[src/logic/adcctl_pkg.sv]
// Constants, state type and decode functions for the converter timing control.
// Assumes one clock; all counts are in ticks of the system or basic clock.
package adcctl_pkg;

   // ------------------------------------------------------------
   // Basic clock divider codes (compatibility mode)
   // ------------------------------------------------------------
   localparam logic [8:0] BC_DIV_CODE0 = 9'h004;
   localparam logic [8:0] BC_DIV_CODE1 = 9'h002;
   localparam logic [8:0] BC_DIV_CODE2 = 9'h010;
   localparam logic [8:0] BC_DIV_CODE3 = 9'h008;
   localparam logic [8:0] BC_DIV_ONE = 9'h001;

   // ------------------------------------------------------------
   // Phase lengths in basic clock periods
   // ------------------------------------------------------------
   localparam logic [7:0] SAMPLE_LEN_CODE0 = 8'h08;
   localparam logic [7:0] SAMPLE_LEN_CODE1 = 8'h10;
   localparam logic [7:0] SAMPLE_LEN_CODE2 = 8'h20;
   localparam logic [7:0] SAMPLE_LEN_CODE3 = 8'h40;
   localparam logic [7:0] BITS_LEN_10 = 8'h28;
   localparam logic [7:0] BITS_LEN_8 = 8'h20;
   localparam logic [7:0] POSTCAL_LEN = 8'h0c;

   // ------------------------------------------------------------
   // Result load, calibration, result codes and master clock mode reset value
   // ------------------------------------------------------------
   localparam logic [2:0] LOAD_SYS_LEN = 3'h6;
   localparam int CAL_MIN_BC = 484;
   localparam int CAL_MAX_BC = 11696;
   localparam int CAL_CNT_W = 14;
   localparam logic [9:0] CODE_ZERO = 10'h000;
   localparam logic [9:0] CODE_FULL = 10'h3ff;
   localparam logic [1:0] MODE_RESET = 2'h0;

   typedef enum logic [2:0] {
      ST_IDLE,
      ST_SAMPLE,
      ST_BITS,
      ST_POSTCAL,
      ST_LOAD
   } adcctl_state_type;

   function automatic logic [8:0] bc_divisor(input logic [1:0] sel);
      logic [8:0] d;
      d = BC_DIV_CODE0;
      unique case (sel)
         2'h0: d = BC_DIV_CODE0;
         2'h1: d = BC_DIV_CODE1;
         2'h2: d = BC_DIV_CODE2;
         2'h3: d = BC_DIV_CODE3;
      endcase
      return d;
   endfunction

   function automatic logic [7:0] sample_len(input logic [1:0] sel);
      logic [7:0] n;
      n = SAMPLE_LEN_CODE0;
      unique case (sel)
         2'h0: n = SAMPLE_LEN_CODE0;
         2'h1: n = SAMPLE_LEN_CODE1;
         2'h2: n = SAMPLE_LEN_CODE2;
         2'h3: n = SAMPLE_LEN_CODE3;
      endcase
      return n;
   endfunction

endpackage

[src/logic/adcctl_bcdiv.sv]
// Basic clock divider: one tick per basic clock period.
// Assumes sys_tick_i marks each system clock period.
`timescale 1ns/100ps

module adcctl_bcdiv (
   input wire logic clk_i,
   input wire logic reset_i,
   input wire logic sys_tick_i,
   input wire logic improved_mode_i,
   input wire logic [1:0] divider_select_i,
   input wire logic [7:0] improved_divider_i,
   output logic bc_tick_o
);

   logic [8:0] cnt;
   logic [8:0] divisor;

   // Improved mode divides by field plus one; otherwise the fixed table
   always_comb begin
      if (improved_mode_i) begin
         divisor = {1'b0, improved_divider_i} + adcctl_pkg::BC_DIV_ONE;
      end else begin
         divisor = adcctl_pkg::bc_divisor(divider_select_i);
      end
   end

   always_ff @(posedge clk_i or posedge reset_i) begin
      if (reset_i) begin
         cnt <= 9'h000;
         bc_tick_o <= 1'b0;
      end else begin
         bc_tick_o <= 1'b0;
         if (sys_tick_i) begin
            if (cnt >= divisor - adcctl_pkg::BC_DIV_ONE) begin
               cnt <= 9'h000;
               bc_tick_o <= 1'b1;
            end else begin
               cnt <= cnt + 9'h001;
            end
         end
      end
   end

   div_ratio_a: assert property (@(posedge clk_i) disable iff (reset_i)
      (!improved_mode_i && divider_select_i == 2'h1 && $stable(divider_select_i)
       && $stable(improved_mode_i) && sys_tick_i && cnt == 9'h001)
      |=> bc_tick_o)
      else $error("divide-by-two basic clock missed its tick");

endmodule

[src/logic/adcctl_sysclk.sv]
// System clock tick generator and master clock mechanism latch.
// Assumes clk_i is the master clock; the system clock equals the CPU clock.
`timescale 1ns/100ps

module adcctl_sysclk (
   input wire logic clk_i,
   input wire logic reset_i,
   input wire logic cpu_clock_halving_select_i,
   input wire logic [1:0] master_clock_source_control_i,
   output logic sys_tick_o,
   output logic [1:0] master_clock_mode_o
);

   logic phase;

   // ------------------------------------------------------------
   // CPU / system clock tick
   // ------------------------------------------------------------
   always_ff @(posedge clk_i or posedge reset_i) begin
      if (reset_i) begin
         phase <= 1'b0;
         sys_tick_o <= 1'b0;
      end else begin
         phase <= ~phase;
         // One tick serves both CPU and peripherals, so they never differ
         sys_tick_o <= ~cpu_clock_halving_select_i | phase;
      end
   end

   always_ff @(posedge clk_i or posedge reset_i) begin
      if (reset_i) begin
         master_clock_mode_o <= adcctl_pkg::MODE_RESET;
      end else begin
         master_clock_mode_o <= master_clock_source_control_i;
      end
   end

   // ------------------------------------------------------------
   // Checks
   // ------------------------------------------------------------
   halved_rate_a: assert property (@(posedge clk_i) disable iff (reset_i)
      (cpu_clock_halving_select_i && $past(cpu_clock_halving_select_i) && sys_tick_o)
      |=> !sys_tick_o)
      else $error("halved system clock ticked twice in a row");

   mode_follow_a: assert property (@(posedge clk_i) disable iff (reset_i)
      $stable(master_clock_source_control_i) |=>
      master_clock_mode_o == $past(master_clock_source_control_i))
      else $error("master clock mode not taken from control");

endmodule

[src/logic/adcctl_top.sv]
// Conversion timing and sequencing control for the successive-approximation
// converter. Assumes synchronous inputs and software-valid control fields.
`timescale 1ns/100ps

module adcctl_top #(
   parameter int CAL_MAX = adcctl_pkg::CAL_MAX_BC
) (
   input wire logic clk_i,
   input wire logic reset_i,
   input wire logic start_i,
   input wire logic resolution_8bit_i,
   input wire logic post_cal_enable_i,
   input wire logic improved_mode_i,
   input wire logic [1:0] basic_clock_divider_select_i,
   input wire logic [1:0] sample_time_select_i,
   input wire logic [7:0] improved_divider_i,
   input wire logic cpu_clock_halving_select_i,
   input wire logic [1:0] master_clock_source_control_i,
   input wire logic signed [11:0] analog_sample_i,
   input wire logic ref_settled_i,
   output logic busy_o,
   output logic calibrating_o,
   output logic [9:0] result_o,
   output logic result_valid_o,
   output logic sys_tick_o,
   output logic basic_clock_tick_o,
   output logic [1:0] master_clock_mode_o
);

   localparam int CAL_W = adcctl_pkg::CAL_CNT_W;
   localparam logic [CAL_W-1:0] CAL_MIN_LAST = CAL_W'(adcctl_pkg::CAL_MIN_BC - 1);
   localparam logic [CAL_W-1:0] CAL_MAX_LAST = CAL_W'(CAL_MAX - 1);

   adcctl_pkg::adcctl_state_type state;
   adcctl_pkg::adcctl_state_type next_state;
   logic [7:0] cnt;
   logic [2:0] load_cnt;
   logic [7:0] len_sample;
   logic res8;
   logic postcal;
   logic [9:0] held_code;
   logic held_low;
   logic held_high;
   logic [CAL_W-1:0] cal_cnt;
   logic phase_last;

   // ------------------------------------------------------------
   // Clock generation
   // ------------------------------------------------------------
   adcctl_sysclk u_sysclk (
      .clk_i(clk_i),
      .reset_i(reset_i),
      .cpu_clock_halving_select_i(cpu_clock_halving_select_i),
      .master_clock_source_control_i(master_clock_source_control_i),
      .sys_tick_o(sys_tick_o),
      .master_clock_mode_o(master_clock_mode_o)
   );

   adcctl_bcdiv u_bcdiv (
      .clk_i(clk_i),
      .reset_i(reset_i),
      .sys_tick_i(sys_tick_o),
      .improved_mode_i(improved_mode_i),
      .divider_select_i(basic_clock_divider_select_i),
      .improved_divider_i(improved_divider_i),
      .bc_tick_o(basic_clock_tick_o)
   );

   // ------------------------------------------------------------
   // Sequencer
   // ------------------------------------------------------------
   always_comb begin
      phase_last = 1'b0;
      unique case (state)
         // First basic tick opens the sample, so it spans whole basic periods
         adcctl_pkg::ST_SAMPLE: phase_last = (cnt == len_sample);
         adcctl_pkg::ST_BITS: begin
            if (res8) begin
               phase_last = (cnt == adcctl_pkg::BITS_LEN_8 - 8'h01);
            end else begin
               phase_last = (cnt == adcctl_pkg::BITS_LEN_10 - 8'h01);
            end
         end
         adcctl_pkg::ST_POSTCAL: phase_last = (cnt == adcctl_pkg::POSTCAL_LEN - 8'h01);
         default: phase_last = 1'b0;
      endcase
   end

   always_comb begin
      next_state = state;
      unique case (state)
         adcctl_pkg::ST_IDLE: begin
            if (start_i) begin
               next_state = adcctl_pkg::ST_SAMPLE;
            end
         end
         adcctl_pkg::ST_SAMPLE: begin
            if (basic_clock_tick_o && phase_last) begin
               next_state = adcctl_pkg::ST_BITS;
            end
         end
         adcctl_pkg::ST_BITS: begin
            if (basic_clock_tick_o && phase_last) begin
               // Skipping post-calibration removes its 12 basic clocks
               next_state = postcal ? adcctl_pkg::ST_POSTCAL : adcctl_pkg::ST_LOAD;
            end
         end
         adcctl_pkg::ST_POSTCAL: begin
            if (basic_clock_tick_o && phase_last) begin
               next_state = adcctl_pkg::ST_LOAD;
            end
         end
         adcctl_pkg::ST_LOAD: begin
            if (sys_tick_o && load_cnt == adcctl_pkg::LOAD_SYS_LEN - 3'h1) begin
               next_state = adcctl_pkg::ST_IDLE;
            end
         end
         default: next_state = adcctl_pkg::ST_IDLE;
      endcase
   end

   always_ff @(posedge clk_i or posedge reset_i) begin
      if (reset_i) begin
         state <= adcctl_pkg::ST_IDLE;
      end else begin
         state <= next_state;
      end
   end

   // Phase counters restart on every state change
   always_ff @(posedge clk_i or posedge reset_i) begin
      if (reset_i) begin
         cnt <= 8'h00;
         load_cnt <= 3'h0;
      end else if (next_state != state) begin
         cnt <= 8'h00;
         load_cnt <= 3'h0;
      end else begin
         if (basic_clock_tick_o) begin
            cnt <= cnt + 8'h01;
         end
         if (state == adcctl_pkg::ST_LOAD && sys_tick_o) begin
            load_cnt <= load_cnt + 3'h1;
         end
      end
   end

   // Sample time, resolution and post-calibration settings are frozen for the whole conversion
   always_ff @(posedge clk_i or posedge reset_i) begin
      if (reset_i) begin
         len_sample <= adcctl_pkg::SAMPLE_LEN_CODE0;
         res8 <= 1'b0;
         postcal <= 1'b1;
      end else if (state == adcctl_pkg::ST_IDLE && start_i) begin
         len_sample <= adcctl_pkg::sample_len(sample_time_select_i);
         res8 <= resolution_8bit_i;
         postcal <= post_cal_enable_i;
      end
   end

   // ------------------------------------------------------------
   // Sampled value and saturation
   // ------------------------------------------------------------
   always_ff @(posedge clk_i or posedge reset_i) begin
      if (reset_i) begin
         held_code <= adcctl_pkg::CODE_ZERO;
         held_low <= 1'b0;
         held_high <= 1'b0;
      end else if (state == adcctl_pkg::ST_SAMPLE && next_state == adcctl_pkg::ST_BITS) begin
         held_low <= analog_sample_i < 12'sh000;
         held_high <= analog_sample_i > 12'sh3ff;
         if (analog_sample_i < 12'sh000) begin
            held_code <= adcctl_pkg::CODE_ZERO;
         end else if (analog_sample_i > 12'sh3ff) begin
            held_code <= adcctl_pkg::CODE_FULL;
         end else begin
            held_code <= analog_sample_i[9:0];
         end
      end
   end

   // 8-bit results sit left-aligned with the two low bits cleared
   always_ff @(posedge clk_i or posedge reset_i) begin
      if (reset_i) begin
         result_o <= adcctl_pkg::CODE_ZERO;
         result_valid_o <= 1'b0;
      end else begin
         result_valid_o <= 1'b0;
         if (state == adcctl_pkg::ST_LOAD && next_state == adcctl_pkg::ST_IDLE) begin
            result_o <= res8 ? {held_code[9:2], 2'b00} : held_code;
            result_valid_o <= 1'b1;
         end
      end
   end

   always_ff @(posedge clk_i or posedge reset_i) begin
      if (reset_i) begin
         busy_o <= 1'b0;
      end else begin
         busy_o <= next_state != adcctl_pkg::ST_IDLE;
      end
   end

   // ------------------------------------------------------------
   // Reset calibration
   // ------------------------------------------------------------
   // Counts only while idle, so each conversion lengthens it
   always_ff @(posedge clk_i or posedge reset_i) begin
      if (reset_i) begin
         calibrating_o <= 1'b1;
         cal_cnt <= '0;
      end else if (calibrating_o && basic_clock_tick_o
                   && state == adcctl_pkg::ST_IDLE) begin
         if ((cal_cnt >= CAL_MIN_LAST && ref_settled_i) || cal_cnt >= CAL_MAX_LAST) begin
            calibrating_o <= 1'b0;
         end else begin
            cal_cnt <= cal_cnt + CAL_W'(1);
         end
      end
   end

   // ------------------------------------------------------------
   // Checks
   // ------------------------------------------------------------
   sample_length_a: assert property (@(posedge clk_i) disable iff (reset_i)
      (state == adcctl_pkg::ST_SAMPLE && next_state == adcctl_pkg::ST_BITS)
      |-> (cnt == len_sample && basic_clock_tick_o))
      else $error("sample phase ended at wrong length");

   bits_ten_a: assert property (@(posedge clk_i) disable iff (reset_i)
      (state == adcctl_pkg::ST_BITS && next_state != state && !res8)
      |-> cnt == 8'h27)
      else $error("10-bit determination length wrong");

   bits_eight_a: assert property (@(posedge clk_i) disable iff (reset_i)
      (state == adcctl_pkg::ST_BITS && next_state != state && res8)
      |-> cnt == 8'h1f)
      else $error("8-bit determination length wrong");

   postcal_skip_a: assert property (@(posedge clk_i) disable iff (reset_i)
      (state == adcctl_pkg::ST_BITS && next_state != state)
      |=> (state == (postcal ? adcctl_pkg::ST_POSTCAL : adcctl_pkg::ST_LOAD)))
      else $error("post-calibration phase taken against setting");

   load_length_a: assert property (@(posedge clk_i) disable iff (reset_i)
      result_valid_o |-> ($past(state) == adcctl_pkg::ST_LOAD && $past(load_cnt) == 3'h5
                          && $past(sys_tick_o)))
      else $error("result loaded before six system clocks");

   cal_minimum_a: assert property (@(posedge clk_i) disable iff (reset_i)
      $fell(calibrating_o) |-> $past(cal_cnt) >= CAL_MIN_LAST)
      else $error("calibration ended too early");

   cal_pause_a: assert property (@(posedge clk_i) disable iff (reset_i)
      (calibrating_o && state != adcctl_pkg::ST_IDLE) |=> $stable(cal_cnt))
      else $error("calibration advanced during a conversion");

   sat_low_a: assert property (@(posedge clk_i) disable iff (reset_i)
      (result_valid_o && held_low) |-> result_o == adcctl_pkg::CODE_ZERO)
      else $error("underrange input not clamped to zero");

   sat_high_a: assert property (@(posedge clk_i) disable iff (reset_i)
      (result_valid_o && held_high && !res8) |-> result_o == adcctl_pkg::CODE_FULL)
      else $error("overrange input not clamped to full scale");

   phase_order_a: assert property (@(posedge clk_i) disable iff (reset_i)
      (state == adcctl_pkg::ST_IDLE) |=> (state == adcctl_pkg::ST_IDLE
                                         || state == adcctl_pkg::ST_SAMPLE))
      else $error("conversion began outside the sample phase");

   postcal_length_a: assert property (@(posedge clk_i) disable iff (reset_i)
      (state == adcctl_pkg::ST_POSTCAL && next_state != state)
      |-> cnt == adcctl_pkg::POSTCAL_LEN - 8'h01)
      else $error("post-calibration phase length wrong");

   busy_start_a: assert property (@(posedge clk_i) disable iff (reset_i)
      (state == adcctl_pkg::ST_IDLE && start_i)
      |=> (busy_o && state == adcctl_pkg::ST_SAMPLE))
      else $error("accepted start did not open the sample phase");

   cal_maximum_a: assert property (@(posedge clk_i) disable iff (reset_i)
      (calibrating_o && basic_clock_tick_o && state == adcctl_pkg::ST_IDLE
       && cal_cnt >= CAL_MAX_LAST) |=> !calibrating_o)
      else $error("calibration ran past its maximum");

   result_hold_a: assert property (@(posedge clk_i) disable iff (reset_i)
      !result_valid_o |-> $stable(result_o))
      else $error("result changed without a valid pulse");

   settings_frozen_a: assert property (@(posedge clk_i) disable iff (reset_i)
      (state != adcctl_pkg::ST_IDLE)
      |=> ($stable(len_sample) && $stable(res8) && $stable(postcal)))
      else $error("conversion settings changed mid conversion");

endmodule

[config.mk]
export PLATFORM = sky130hd
export DESIGN_NAME = adcctl_top
export DESIGN_NICKNAME = d
export VERILOG_FILES = /design/src/logic/adcctl_pkg.sv /design/src/logic/adcctl_bcdiv.sv /design/src/logic/adcctl_sysclk.sv /design/src/logic/adcctl_top.sv
export SDC_FILE = /design/constraint.sdc
export NUM_CORES = 1
export LEC_CHECK = 0
export BUFFER_PORTS_ARGS = -buffer_cell sky130_fd_sc_hd__buf_2
export CAP_MARGIN = 20
export CORE_UTILIZATION = 55
export CTS_BUF_LIST = sky130_fd_sc_hd__clkbuf_16
export DETAILED_ROUTE_END_ITERATION = 8
export PLACE_DENSITY = 0.77
export SYNTH_ARGS = -nofsm -noshare
export SYNTH_HDL_FRONTEND = slang
export SYNTH_SLANG_ARGS = --single-unit
[constraint.sdc]
create_clock -name clk_i -period 3.8 [get_ports clk_i]
set_input_delay 0.76 -clock clk_i [delete_from_list [all_inputs] [get_ports clk_i]]
set_output_delay 0.76 -clock clk_i [all_outputs]
set_load 0.01 [all_outputs]
==> metrics.md, run 1 <==
| Metric | Value |
|---|---|
| WL final | `7.44 mm` |
| Distinct cells, synth | `52` |
| FP Rows | `30` |
| Core Util, Final | `0.669` |
| Routed wire per std cell | `approximately 14 µm` |
| Total CTS buffers | `9` |
| Critical Path Source Type | `primary input` |
| Routed via count | `a little under 3,000` |
| Outcome | `finished, final reports clean` |
| Post-DP HPWL | `about 5.4 mm` |
| GP Congestion | `about 0.85` |
| Static leakage | `approximately 2.1 nW` |
| CTS tree | `yes` |
| Syn_nets | `around 440` |
| Syn avg cell area | `around 10 µm²` |
| Die ar. | `between 7000 and 8000 µm²` |
| CTS Hold Bufs | `0` |
| Clock Root Buffer | `clkbuf_16` |
| Die Wd | `~86 µm` |
| Most used cells in the layout excluding fill and tap cells | `68 x dfrtp_1, 50 x buf_2, 44 x nor2_1` |
| # placed instances | `approximately 530` |
| Tcrit/Tclk final | `0.929` |
| H-tree levels | `3` |
| RSZ-0062 raised after global routing | `false` |
| Max Fclk | `283 MHz` |
| PortBufs | `50` |
| Hold Path Class | `flop to flop` |
| Async SR Flop Fraction | `1.00` |
| Pwr/cell area | `approximately 520 nW/µm²` |
| Critical path peak fanout | `3` |
| #FFs+latches synth | `slightly above 70` |
| Drt first pass iters | `4` |
| Cell Count, Final, Fillers Out | `544` |
| Most common cell after layout, fill and taps aside | `dfrtp_1` |
| GRT Util Overall | `0.224` |
| Final setup violation count | `0` |
| Final Max Tran Viols | `0` |
| Longest Clk Path Bufs | `2` |
| Clock Pin Slew Worst Setup and Hold Paths | `0.06 ns` |
| Max Clock Skew | `~0.012 ns` |
| Crit path kind | `primary input to flop` |
| Layout area overhead | `16.9%` |
| Final hold vios | `0` |
| Worst Path Arrival | `3.76 ns` |
| Syn Inst Count | `between 300 and 400` |
| Cts repair resizes | `0` |
| Pre-CTS setup slack | `-0.0691 ns` |
| Initial core utilization | `0.572` |
| Largest net degree at the start of global routing | `31` |
| Die height | `approximately 86 µm` |
| Antenna cell count | `0` |
| Vias in the first global route | `~2,900` |
| Max-slew headroom | `0.399` |
| Synthesis Warnings | `0` |
| Global route total overflow | `0` |
| Routed vias/inst | `between 5 and 6` |
| Sequential area share after synthesis | `0.458` |
| Synthesized area | `roughly 4000 µm²` |
| I/O pin count | `between 50 and 60` |
| Clk sinks | `a little over 70` |
| Max-capacitance violation count | `0` |
| # DRC | `0` |
| First-pass GRT wire length | `12.8 mm` |
| CP Data Required Time | `approximately 4.0 ns` |
| Crit path time final | `between 3 and 4 ns` |
| Ys flop type | `dfrtp_1` |
| Post-synth EDFFs | `0` |
| Initial antenna violation count | `0` |
| Slew @ Worst Pin | `~0.90 ns` |
| Area of the core | `6790 µm²` |
| Worst IR Drop VDD | `slightly below 0.3 mV` |
| Post-layout nets | `~500` |
| Later-pin clock latency in the skew report | `~0.34 ns` |
| Routed Antenna Nets | `0` |
| DR iter-0 viols | `114` |
| Final worst slack | `0.270 ns` |
| Crit end category | `flop` |
| Fin Hold WS | `0.404 ns` |
| Postcts setup bufs | `0` |
| Layout cells sized above 1 | `0.243` |
-- synth_stat cells, types with 3 or more instances --
library cell  instances  area, µm²
a21oi_1              10       50.1
and3_1                7       43.8
buf_1                 4       15.0
clkbuf_1             11       41.3
dfrtp_1              68       1700
dfstp_2               3       78.8
ha_1                 16        200
inv_1                16       60.1
mux2_2               22        248
mux2i_1               4       40.0
nand2_1              27        101
nand2b_1              6       37.5
nand3_1              15       75.1
nand3b_1              4       30.0
nand4_1              13       81.3
nor2_1               44        165
nor2b_1               5       31.3
nor3_1               14       70.1
nor4_1                8       50.1
o211ai_1              3       22.5
o21ai_0               9       45.0
o22ai_1               3       18.8
xnor2_1              14        123
xor2_1               29        254
-- sequential cells by signal (all words and copies together) (netlist names), 2 cells and up --
| signal | cells |
|---|---|
| cal_cnt | 14 |
| load_cnt | 3 |
| held_code | 10 |
| u_sysclk.master_clock_mode_o | 2 |
| state | 3 |
| cnt | 8 |
| result_o | 10 |
| len_sample | 4 |
| u_bcdiv.cnt | 9 |
-- kinds of logic after synthesis --
| family | after synthesis | share of synthesized area |
|---|---|---|
| and+or+nand+nor | 157 | 0.208 |
| DFF | 71 | 0.458 |
| AOI/OAI and AO/OA | 45 | 0.0767 |
| xor gates and xnor gates | 43 | 0.0969 |
| buffers and inverters | 33 | 0.0341 |
| muxes | 26 | 0.0741 |
| adders and majority gates | 16 | 0.0515 |
-- stage by stage --
| step | TNS (ns) | power [mW] | area [µm²] |
|---|---|---|---|
| CTS | 0 | 2.37 | 4540 |
| floorplan | 0 | 1.40 | 3900 |
| detailed placement | -0.0784 | 1.56 | 4250 |
| finish | 0 | 2.35 | 4540 |
| global route | 0 | 2.49 | 4540 |
| global placement | 0 | 1.53 | 4250 |
-- routing by layer --
layer / part of all wire / GRT usage
met1: 0.47 / 0.287
met2: 0.46 / 0.349
met3: 0.048 / 0.0789
met4: 0.020 / 0.0848
met5: 0 / 0
-- worst max-delay path, stage by stage --
cell	delay, ns
buf_2	0.10
ha_1	0.30
a22oi_1	0.18
ha_1	0.20
inv_1	0.06
or3b_2	0.47
xnor2_1	0.14
a21oi_1	0.16
ha_1	0.24
and3_1	0.17
a2111oi_2	0.44
a211oi_2	0.15
buf_4	0.16
nor3_1	0.24
-- power by group --
group | internal, mW | total (mW) | switching, mW | leakage, nW
Combinational | 0.257 | 0.514 | 0.257 | 1.05
Clock | 0.454 | 0.811 | 0.357 | 0.139
Sequential | 0.886 | 1.03 | 0.144 | 0.866
-- layout make-up --
class                           instances  area (µm²)
Inverter                               16        60.1
Timing Repair Buffer                   58         310
Multi-Input combinational cell        287        1980
Tap cell                               96         120
Sequential cell                        71        1780
Clock buffer                            9         225
Fill cell                             526        2250
Clock inverter                          7        62.6
-- path summary, 6_finish.rpt --
| kind | slack [ns] | cells past startpoint | start | endpoint |
|---|---|---|---|---|
| worst max register to register | 0.69 | 6 | state[0] | held_code[4] |
| worst max-delay path | 0.27 | 14 | improved_divider_i[0] | u_bcdiv.cnt[3] |
| worst min-delay path | 0.40 | 1 | u_sysclk.phase | u_sysclk.phase |
| min in group asynchronous | 0.49 | 2 | reset_i | cnt[1] |
| worst min register to register | 0.40 | 1 | u_sysclk.phase | u_sysclk.phase |
| max in group asynchronous | 2.54 | 3 | reset_i | calibrating_o |
No activity file was read; power rests on OpenSTA's default activity.
==> run 2, diff against run 1 <==
--- a/config.mk
+++ b/config.mk
@@ -5,12 +5,13 @@
 export SDC_FILE = /design/constraint.sdc
 export NUM_CORES = 1
 export LEC_CHECK = 0
+export ABC_AREA = 1
 export BUFFER_PORTS_ARGS = -buffer_cell sky130_fd_sc_hd__buf_2
 export CAP_MARGIN = 20
 export CORE_UTILIZATION = 55
 export CTS_BUF_LIST = sky130_fd_sc_hd__clkbuf_16
 export DETAILED_ROUTE_END_ITERATION = 8
-export PLACE_DENSITY = 0.77
+export PLACE_DENSITY = 0.76
 export SYNTH_ARGS = -nofsm -noshare
 export SYNTH_HDL_FRONTEND = slang
 export SYNTH_SLANG_ARGS = --single-unit
==> run 2 against run 1 <==
Non-clock buffer count down 5. Count of clock-buffer cells in the layout unchanged. Sequential share of layout area down 2.2 points. Highest routed layer unchanged.
==> metrics.md, run 2 <==
| Metric | Value |
|---|---|
| Leading area contributor after synthesis | `dfrtp_1` |
| Crit end category | `flop` |
| Initial core utilization | `0.569` |
| Max-capacitance violation count | `0` |
| Routed wire per std cell | `12.9 µm` |
| Largest register FFs | `14` |
| Worst Path Arrival | `~3.2 ns` |
| Most used cells in the layout excluding fill and tap cells | `117 x nand2_1, 68 x dfrtp_1, 52 x inv_1` |
| Post-Synth Simple-Gate Area | `0.302` |
| Post-synth EDFFs | `0` |
| Post-DP HPWL | `roughly 6.3 mm` |
| Postcts setup bufs | `0` |
| Max Fclk | `~330 MHz` |
| Max-slew headroom | `0.491` |
| Clock Root Buffer | `clkbuf_16` |
| Crit path time final | `between 3 and 4 ns` |
| Cts repair resizes | `0` |
| Most common cell in the netlist | `nand2_1` |
| Largest cells by area after synthesis | `dfrtp_1 41%, nand2_1 11%, ha_1 4.8%` |
| RSZ-0062 raised after global routing | `false` |
| #FFs+latches synth | `71` |
| Clk sinks | `between 70 and 80` |
| Post-layout nets | `between 600 and 700` |
| WL final | `around 8.6 mm` |
| Most common cell after layout, fill and taps aside | `nand2_1` |
| Tcrit/Tclk final | `0.792` |
| Post-Synth XOR/XNOR Area | `0.0696` |
| R2r startpoint | `state[2]` |
| Vias in the first global route | `roughly 3,300` |
| First-pass GRT wire length | `roughly 14 mm` |
| DR iter-0 viols | `126` |
| Final setup violation count | `0` |
| CP startpoint | `state[2]` |
| Final Max Tran Viols | `0` |
| Slew @ Worst Pin | `approximately 0.76 ns` |
| Largest net degree at the start of global routing | `43` |
| I/O pin count | `51` |
| Ys flop type | `dfrtp_1` |
| Layout cells sized above 1 | `0.205` |
| GP Congestion | `about 0.84` |
| Antenna cell count | `0` |
| Share of Yosys cell area claimed by the top area cell type | `0.410` |
| Clock Pin Slew Worst Setup and Hold Paths | `roughly 0.06 ns` |
| Area of the core | `around 7300 µm²` |
| Pre-CTS setup slack | `0.490 ns` |
| Hold Path Class | `primary input to async pin` |
| Total power | `about 2.8 mW` |
| Worst IR Drop VDD | `roughly 0.34 mV` |
| Crit-path leading delay family | `simple AND/OR/NAND/NOR gates` |
| Net Sw Frac | `0.370` |
| Die Wd | `just under 90 µm` |
| Post-synthesis mux area share | `0.00784` |
| Syn_nets | `~560` |
| CP Data Required Time | `4.01 ns` |
| Final hold vios | `0` |
| Net Switching | `approximately 1.1 mW` |
| PortBufs | `50` |
| Total CTS buffers | `9` |
| Largest family of logic cells by synthesized area | `simple AND/OR/NAND/NOR gates` |
| Post-Synth Adder-Cell Area | `0.0482` |
| Routed vias/inst | `between 5 and 6` |
| FP Rows | `31` |
| Later-pin clock latency in the skew report | `between 0.3 and 0.4 ns` |
| Async SR Flop Fraction | `1.00` |
| Max incr delay on CP | `a little under 0.6 ns` |
| Crit path kind | `flop to flop` |
| Distinct cells, synth | `36` |
| Critical Path Source Type | `flop` |
| Synthesized area | `between 4000 and 5000 µm²` |
| Pwr/cell area | `just under 600 nW/µm²` |
| Longest Clk Path Bufs | `2` |
| Outcome | `finished, final reports clean` |
| Drt first pass iters | `4` |
| Worst path slowest cell | `nor2_1` |
| Biggest regs | `cal_cnt (14), held_code (10), result_o (10)` |
| Clock share of power | `0.322` |
| Most frequent CP cell | `nand2_1` |
| Max Clock Skew | `0.00785 ns` |
| Setup tns final | `0 ns` |
| Syn avg cell area | `slightly above 8 µm²` |
| Syn Inst Count | `around 510` |
| CTS tree | `yes` |
| # DRC | `0` |
| CTS Hold Bufs | `0` |
| GRT Util Overall | `0.243` |
| Compound-cell area share of the yosys netlist | `0.0715` |
| Final worst slack | `slightly below 0.8 ns` |
| Layout area overhead | `16.0%` |
| Critical path peak fanout | `13` |
| Routed Antenna Nets | `0` |
| Crit path buffers/inverters | `1` |
| Synthesis Warnings | `0` |
| Flop pwr share | `0.368` |
| Routed via count | `between 3,000 and 4,000` |
| Die ar. | `between 7000 and 8000 µm²` |
| Sequential area share after synthesis | `0.429` |
| Share of total power in combinational logic | `0.310` |
| Layout fillers | `668` |
| Largest Register | `cal_cnt` |
| Synth top cells by count | `117 x nand2_1, 68 x dfrtp_1, 53 x inv_1` |
| Critical path cell sequence | `inv_4, nand2_4, nor2_4, nand2_1, nand3b_1, nand2_2, nand4_1, nand2_1, nor2_1, nand4_1, nand2_1, nand2_1` |
| Initial antenna violation count | `0` |
| Global route total overflow | `0` |
| Cell-internal power | `about 1.8 mW` |
| H-tree levels | `3` |
| Static leakage | `around 2.5 nW` |
| Die height | `a little under 90 µm` |
==> run 2: changes by cell type after synthesis, moves of 8 or more <==
cell,before,now
clkbuf_1,11,3
inv_1,16,53
mux2_2,22,2
nand2_1,27,117
nand2_2,0,8
nand3_1,15,33
nor2_2,0,14
nor4_1,8,0
o21ai_0,9,32
xor2_1,29,20
==> run 2: worst paths after layout <==
kind / cells past startpoint / end / slack (ns)
worst max register to register: 12 / result_o[8] / 0.79
max in group asynchronous: 4 / cnt[2] / 2.68
min in group clk_i: 1 / u_sysclk.phase / 0.40
worst min register to register: 1 / u_sysclk.phase / 0.40
worst min-delay path: 2 / held_code[1] / 0.38
worst max-delay path: 12 / result_o[8] / 0.79
==> run 2: power by group through the flow <==
stage	logic, mW	registers, mW	clock network, mW
5_1_grt	1.01	1.07	0.962
3_3_place_gp	0.845	1.05	0
3_5_place_dp	0.883	1.06	0
4_1_cts	0.888	1.05	0.927
6_report	0.884	1.05	0.916
2_1_floorplan	0.756	1.01	0
==> run 2: routing by layer <==
layer / share of wire / wire length, µm / track usage / up-vias
met5: 0 / 0 / 0 / -
met4: 0.017 / 142 / 0.0968 / 0
met3: 0.028 / 241 / 0.0485 / 15
met2: 0.50 / 4260 / 0.422 / 60
met1: 0.46 / 3910 / 0.297 / 1624
li1: - / - / - / 1754
==> run 2: cell type report <==
| type | instances | area, µm² | area share |
|---|---|---|---|
| Multi-Input combinational cell | 367 | 2070 | 0.430 |
| Tap cell | 99 | 124 | 0.0257 |
| Sequential cell | 71 | 1780 | 0.370 |
| Clock inverter | 7 | 104 | 0.0216 |
| Clock buffer | 9 | 225 | 0.0468 |
| Inverter | 59 | 224 | 0.0465 |
| Timing Repair Buffer | 53 | 285 | 0.0593 |
==> run 2: cell families (layout without fill, tap and decap cells) <==
kind of cell	after synthesis	in the layout
AND/OR/NAND/NOR	262	262
flip-flops	71	71
buffers and inverters	70	128
AO/OA/AOI/OAI	53	53
XOR/XNOR	33	33
adder cells (fa/ha/maj)	16	16
multiplexers	3	3
==> run 2: through the flow <==
step | utilization | cell area, µm² | cells | hold slack [ns]
final | 0.660 | 4810 | 665 | 0.379
after global routing | 0.660 | 4810 | 665 | 0.404
after CTS | 0.660 | 4810 | 665 | 0.378
after global placement | 0.612 | 4460 | 648 | 0.393
after detailed placement | 0.615 | 4480 | 649 | 0.394
after floorplan | - | 4150 | 508 | 0.383
==> run 3, diff against run 2 <==
==> constraint.sdc (replaced) <==
create_clock -name clk_i -period 3.2 [get_ports clk_i]
set_input_delay 0.64 -clock clk_i [delete_from_list [all_inputs] [get_ports clk_i]]
set_output_delay 0.64 -clock clk_i [all_outputs]
set_load 0.01 [all_outputs]
==> run 3 against run 2 <==
Total power rose by 14%. Final area is 0.73% lower. Highest routed layer unchanged. Final cell count grew 0.15%. Die area is the same. Largest cell class unchanged. Critical path depth up 6. Global-route usage shrank 0.54 points. Non-clock buffer count grew 1. Worst hold slack got worse by 0.032 ns. Sequential share of layout area rose by 0.27 points. Core utilization decreased by 0.48 points.
==> metrics.md, run 3 (synthesized netlist as in run 2, its figures left out) <==
| Metric | Value |
|---|---|
| Outcome | `finished, final reports clean` |
| RSZ-0062 raised after global routing | `false` |
| GP Congestion | `0.932` |
| Worst path slowest cell | `ha_1` |
| Die ar. | `slightly below 8000 µm²` |
| Largest Register | `cal_cnt` |
| Share of total power in combinational logic | `0.321` |
| GRT Util Overall | `0.238` |
| Most frequent CP cell | `nand2_1` |
| Max Clock Skew | `0.00572 ns` |
| I/O pin count | `roughly 50` |
| Area of the core | `between 7000 and 8000 µm²` |
| Pwr/cell area | `between 600 and 700 nW/µm²` |
| Total power | `3.24 mW` |
| CTS Hold Bufs | `0` |
| Total CTS buffers | `9` |
| Max Fclk | `roughly 350 MHz` |
| Most common cell after layout, fill and taps aside | `nand2_1` |
| Post-layout nets | `between 600 and 700` |
| Crit path time final | `2.87 ns` |
| Net Switching | `~1.3 mW` |
| Max-capacitance violation count | `0` |
| Routed wire per std cell | `between 10 and 15 µm` |
| # placed instances | `650` |
| Slew @ Worst Pin | `~0.56 ns` |
| Hold Path Class | `primary input to async pin` |
| Post-DP HPWL | `5.98 mm` |
| Routed vias/inst | `5.23` |
| Antenna cell count | `0` |
| Net Sw Frac | `0.391` |
| FP Rows | `31` |
| Final setup violation count | `0` |
| Critical Path Source Type | `primary input` |
| Critical path peak fanout | `8` |
| Flop pwr share | `0.382` |
| Final worst slack | `0.327 ns` |
| DR iter-0 viols | `~140` |
| Die Wd | `88.9 µm` |
| Routed Antenna Nets | `0` |
| CP Data Required Time | `around 3.5 ns` |
| Worst Path Arrival | `3.13 ns` |
| Layout area overhead | `15.1%` |
| Initial core utilization | `0.569` |
| Later-pin clock latency in the skew report | `about 0.34 ns` |
| Worst IR Drop VDD | `between 0.4 and 0.5 mV` |
| Final hold vios | `0` |
| Crit path buffers/inverters | `3` |
| Crit-path leading delay family | `adder cells` |
| Layout cells sized above 1 | `0.206` |
| Reg2reg setup slack | `~0.75 ns` |
| Largest net degree at the start of global routing | `47` |
| PortBufs | `50` |
| Crit path kind | `primary input to flop` |
| Crit end category | `flop` |
| Static leakage | `~2.4 nW` |
| Drt first pass iters | `5` |
| Clock share of power | `0.297` |
| Longest Clk Path Bufs | `2` |
| Postcts setup bufs | `0` |
| H-tree levels | `3` |
| Critical path cell sequence | `buf_2, ha_1, nand2_1, o21ai_0, nand2_1, ha_1, inv_1, nor2_1, nand3_1, xnor2_1, ha_1, a21oi_1, nand2_1, a21oi_1, o21bai_1, nand2_1, clkinv_1, nor2_1` |
| Cts repair resizes | `0` |
| Largest register FFs | `14` |
| Clock Root Buffer | `clkbuf_16` |
| First-pass GRT wire length | `~14 mm` |
| Routed via count | `between 3,000 and 4,000` |
| Max incr delay on CP | `~0.3 ns` |
| Cell-internal power | `~2 mW` |
| Biggest regs | `cal_cnt (14), held_code (10), result_o (10)` |
| Max-slew headroom | `0.627` |
| Tcrit/Tclk final | `0.898` |
| Clock Pin Slew Worst Setup and Hold Paths | `~0.06 ns` |
| Initial antenna violation count | `0` |
| Pre-CTS setup slack | `-0.0282 ns` |
| Final Max Tran Viols | `0` |
| Most used cells in the layout excluding fill and tap cells | `117 x nand2_1, 68 x dfrtp_1, 52 x inv_1` |
| Cell Count, Final, Fillers Out | `around 670` |
| Global route total overflow | `0` |
| Die height | `~90 µm` |
| CTS tree | `yes` |
| WL final | `slightly above 8 mm` |
| # DRC | `0` |
| Clk sinks | `about 70` |
| Vias in the first global route | `between 3,000 and 4,000` |
[run 3: changes by cell type in the layout (fill, tap and decap cells not counted), sizes merged]
cell | before | now
bufinv | 2 | 0
clkinvlp | 0 | 2
buf | 53 | 54
clkinv | 3 | 1
inv | 61 | 63
[run 3: metal layers]
| metal | vias to the layer above | GRT usage | share of wire |
|---|---|---|---|
| met1 | 1645 | 0.315 | 0.48 |
| li1 | 1764 | - | - |
| met2 | 67 | 0.380 | 0.47 |
| met5 | - | 0 | 0 |
| met4 | 0 | 0.0777 | 0.015 |
| met3 | 10 | 0.0625 | 0.041 |
[run 3: stage by stage]
step / instance area [µm²] / setup TNS, ns / hold slack [ns] / util
2_1_floorplan: 4150 / 0 / 0.383 / -
3_3_place_gp: 4490 / 0 / 0.393 / 0.616
3_5_place_dp: 4490 / -0.0918 / 0.394 / 0.616
4_1_cts: 4780 / 0 / 0.374 / 0.655
5_1_grt: 4780 / 0 / 0.400 / 0.655
6_report: 4780 / 0 / 0.346 / 0.655
[run 3: worst reg2reg max path, delay by kind of cell, from the launching register on]
| kind | cells | cell delay [ns] |
|---|---|---|
| flops | 1 | 0.56 |
| simple gates | 12 | 1.66 |
| buf+inv | 1 | 0.16 |
[run 3: path summary, 6_finish.rpt]
| check | endpoint | depth (start not counted) | startpoint |
|---|---|---|---|
| max | u_bcdiv.cnt[6] | 18 | improved_divider_i[0] |
| min | held_code[0] | 2 | reset_i |
| max reg2reg | result_o[0] | 13 | state[2] |
| min reg2reg | u_sysclk.phase | 1 | u_sysclk.phase |
| max in group asynchronous | u_bcdiv.cnt[5] | 3 | reset_i |
| min in group clk_i | u_sysclk.phase | 1 | u_sysclk.phase |
[run 3: area by class of cell]
| type | count | area, µm² |
|---|---|---|
| Fill cell | 663 | 2510 |
| Multi-Input combinational cell | 367 | 2070 |
| Sequential cell | 71 | 1780 |
| Timing Repair Buffer | 54 | 293 |
| Clock buffer | 9 | 225 |
| Inverter | 59 | 224 |
| Tap cell | 99 | 124 |
| Clock inverter | 7 | 61.3 |
[run 3: power by group through the flow]
stage | clock network, mW | logic [mW] | registers, mW
2_1_floorplan | 0 | 0.898 | 1.20
3_3_place_gp | 0 | 0.998 | 1.24
3_5_place_dp | 0 | 1.04 | 1.25
4_1_cts | 0.979 | 1.05 | 1.24
5_1_grt | 1.02 | 1.19 | 1.26
6_report | 0.965 | 1.04 | 1.24
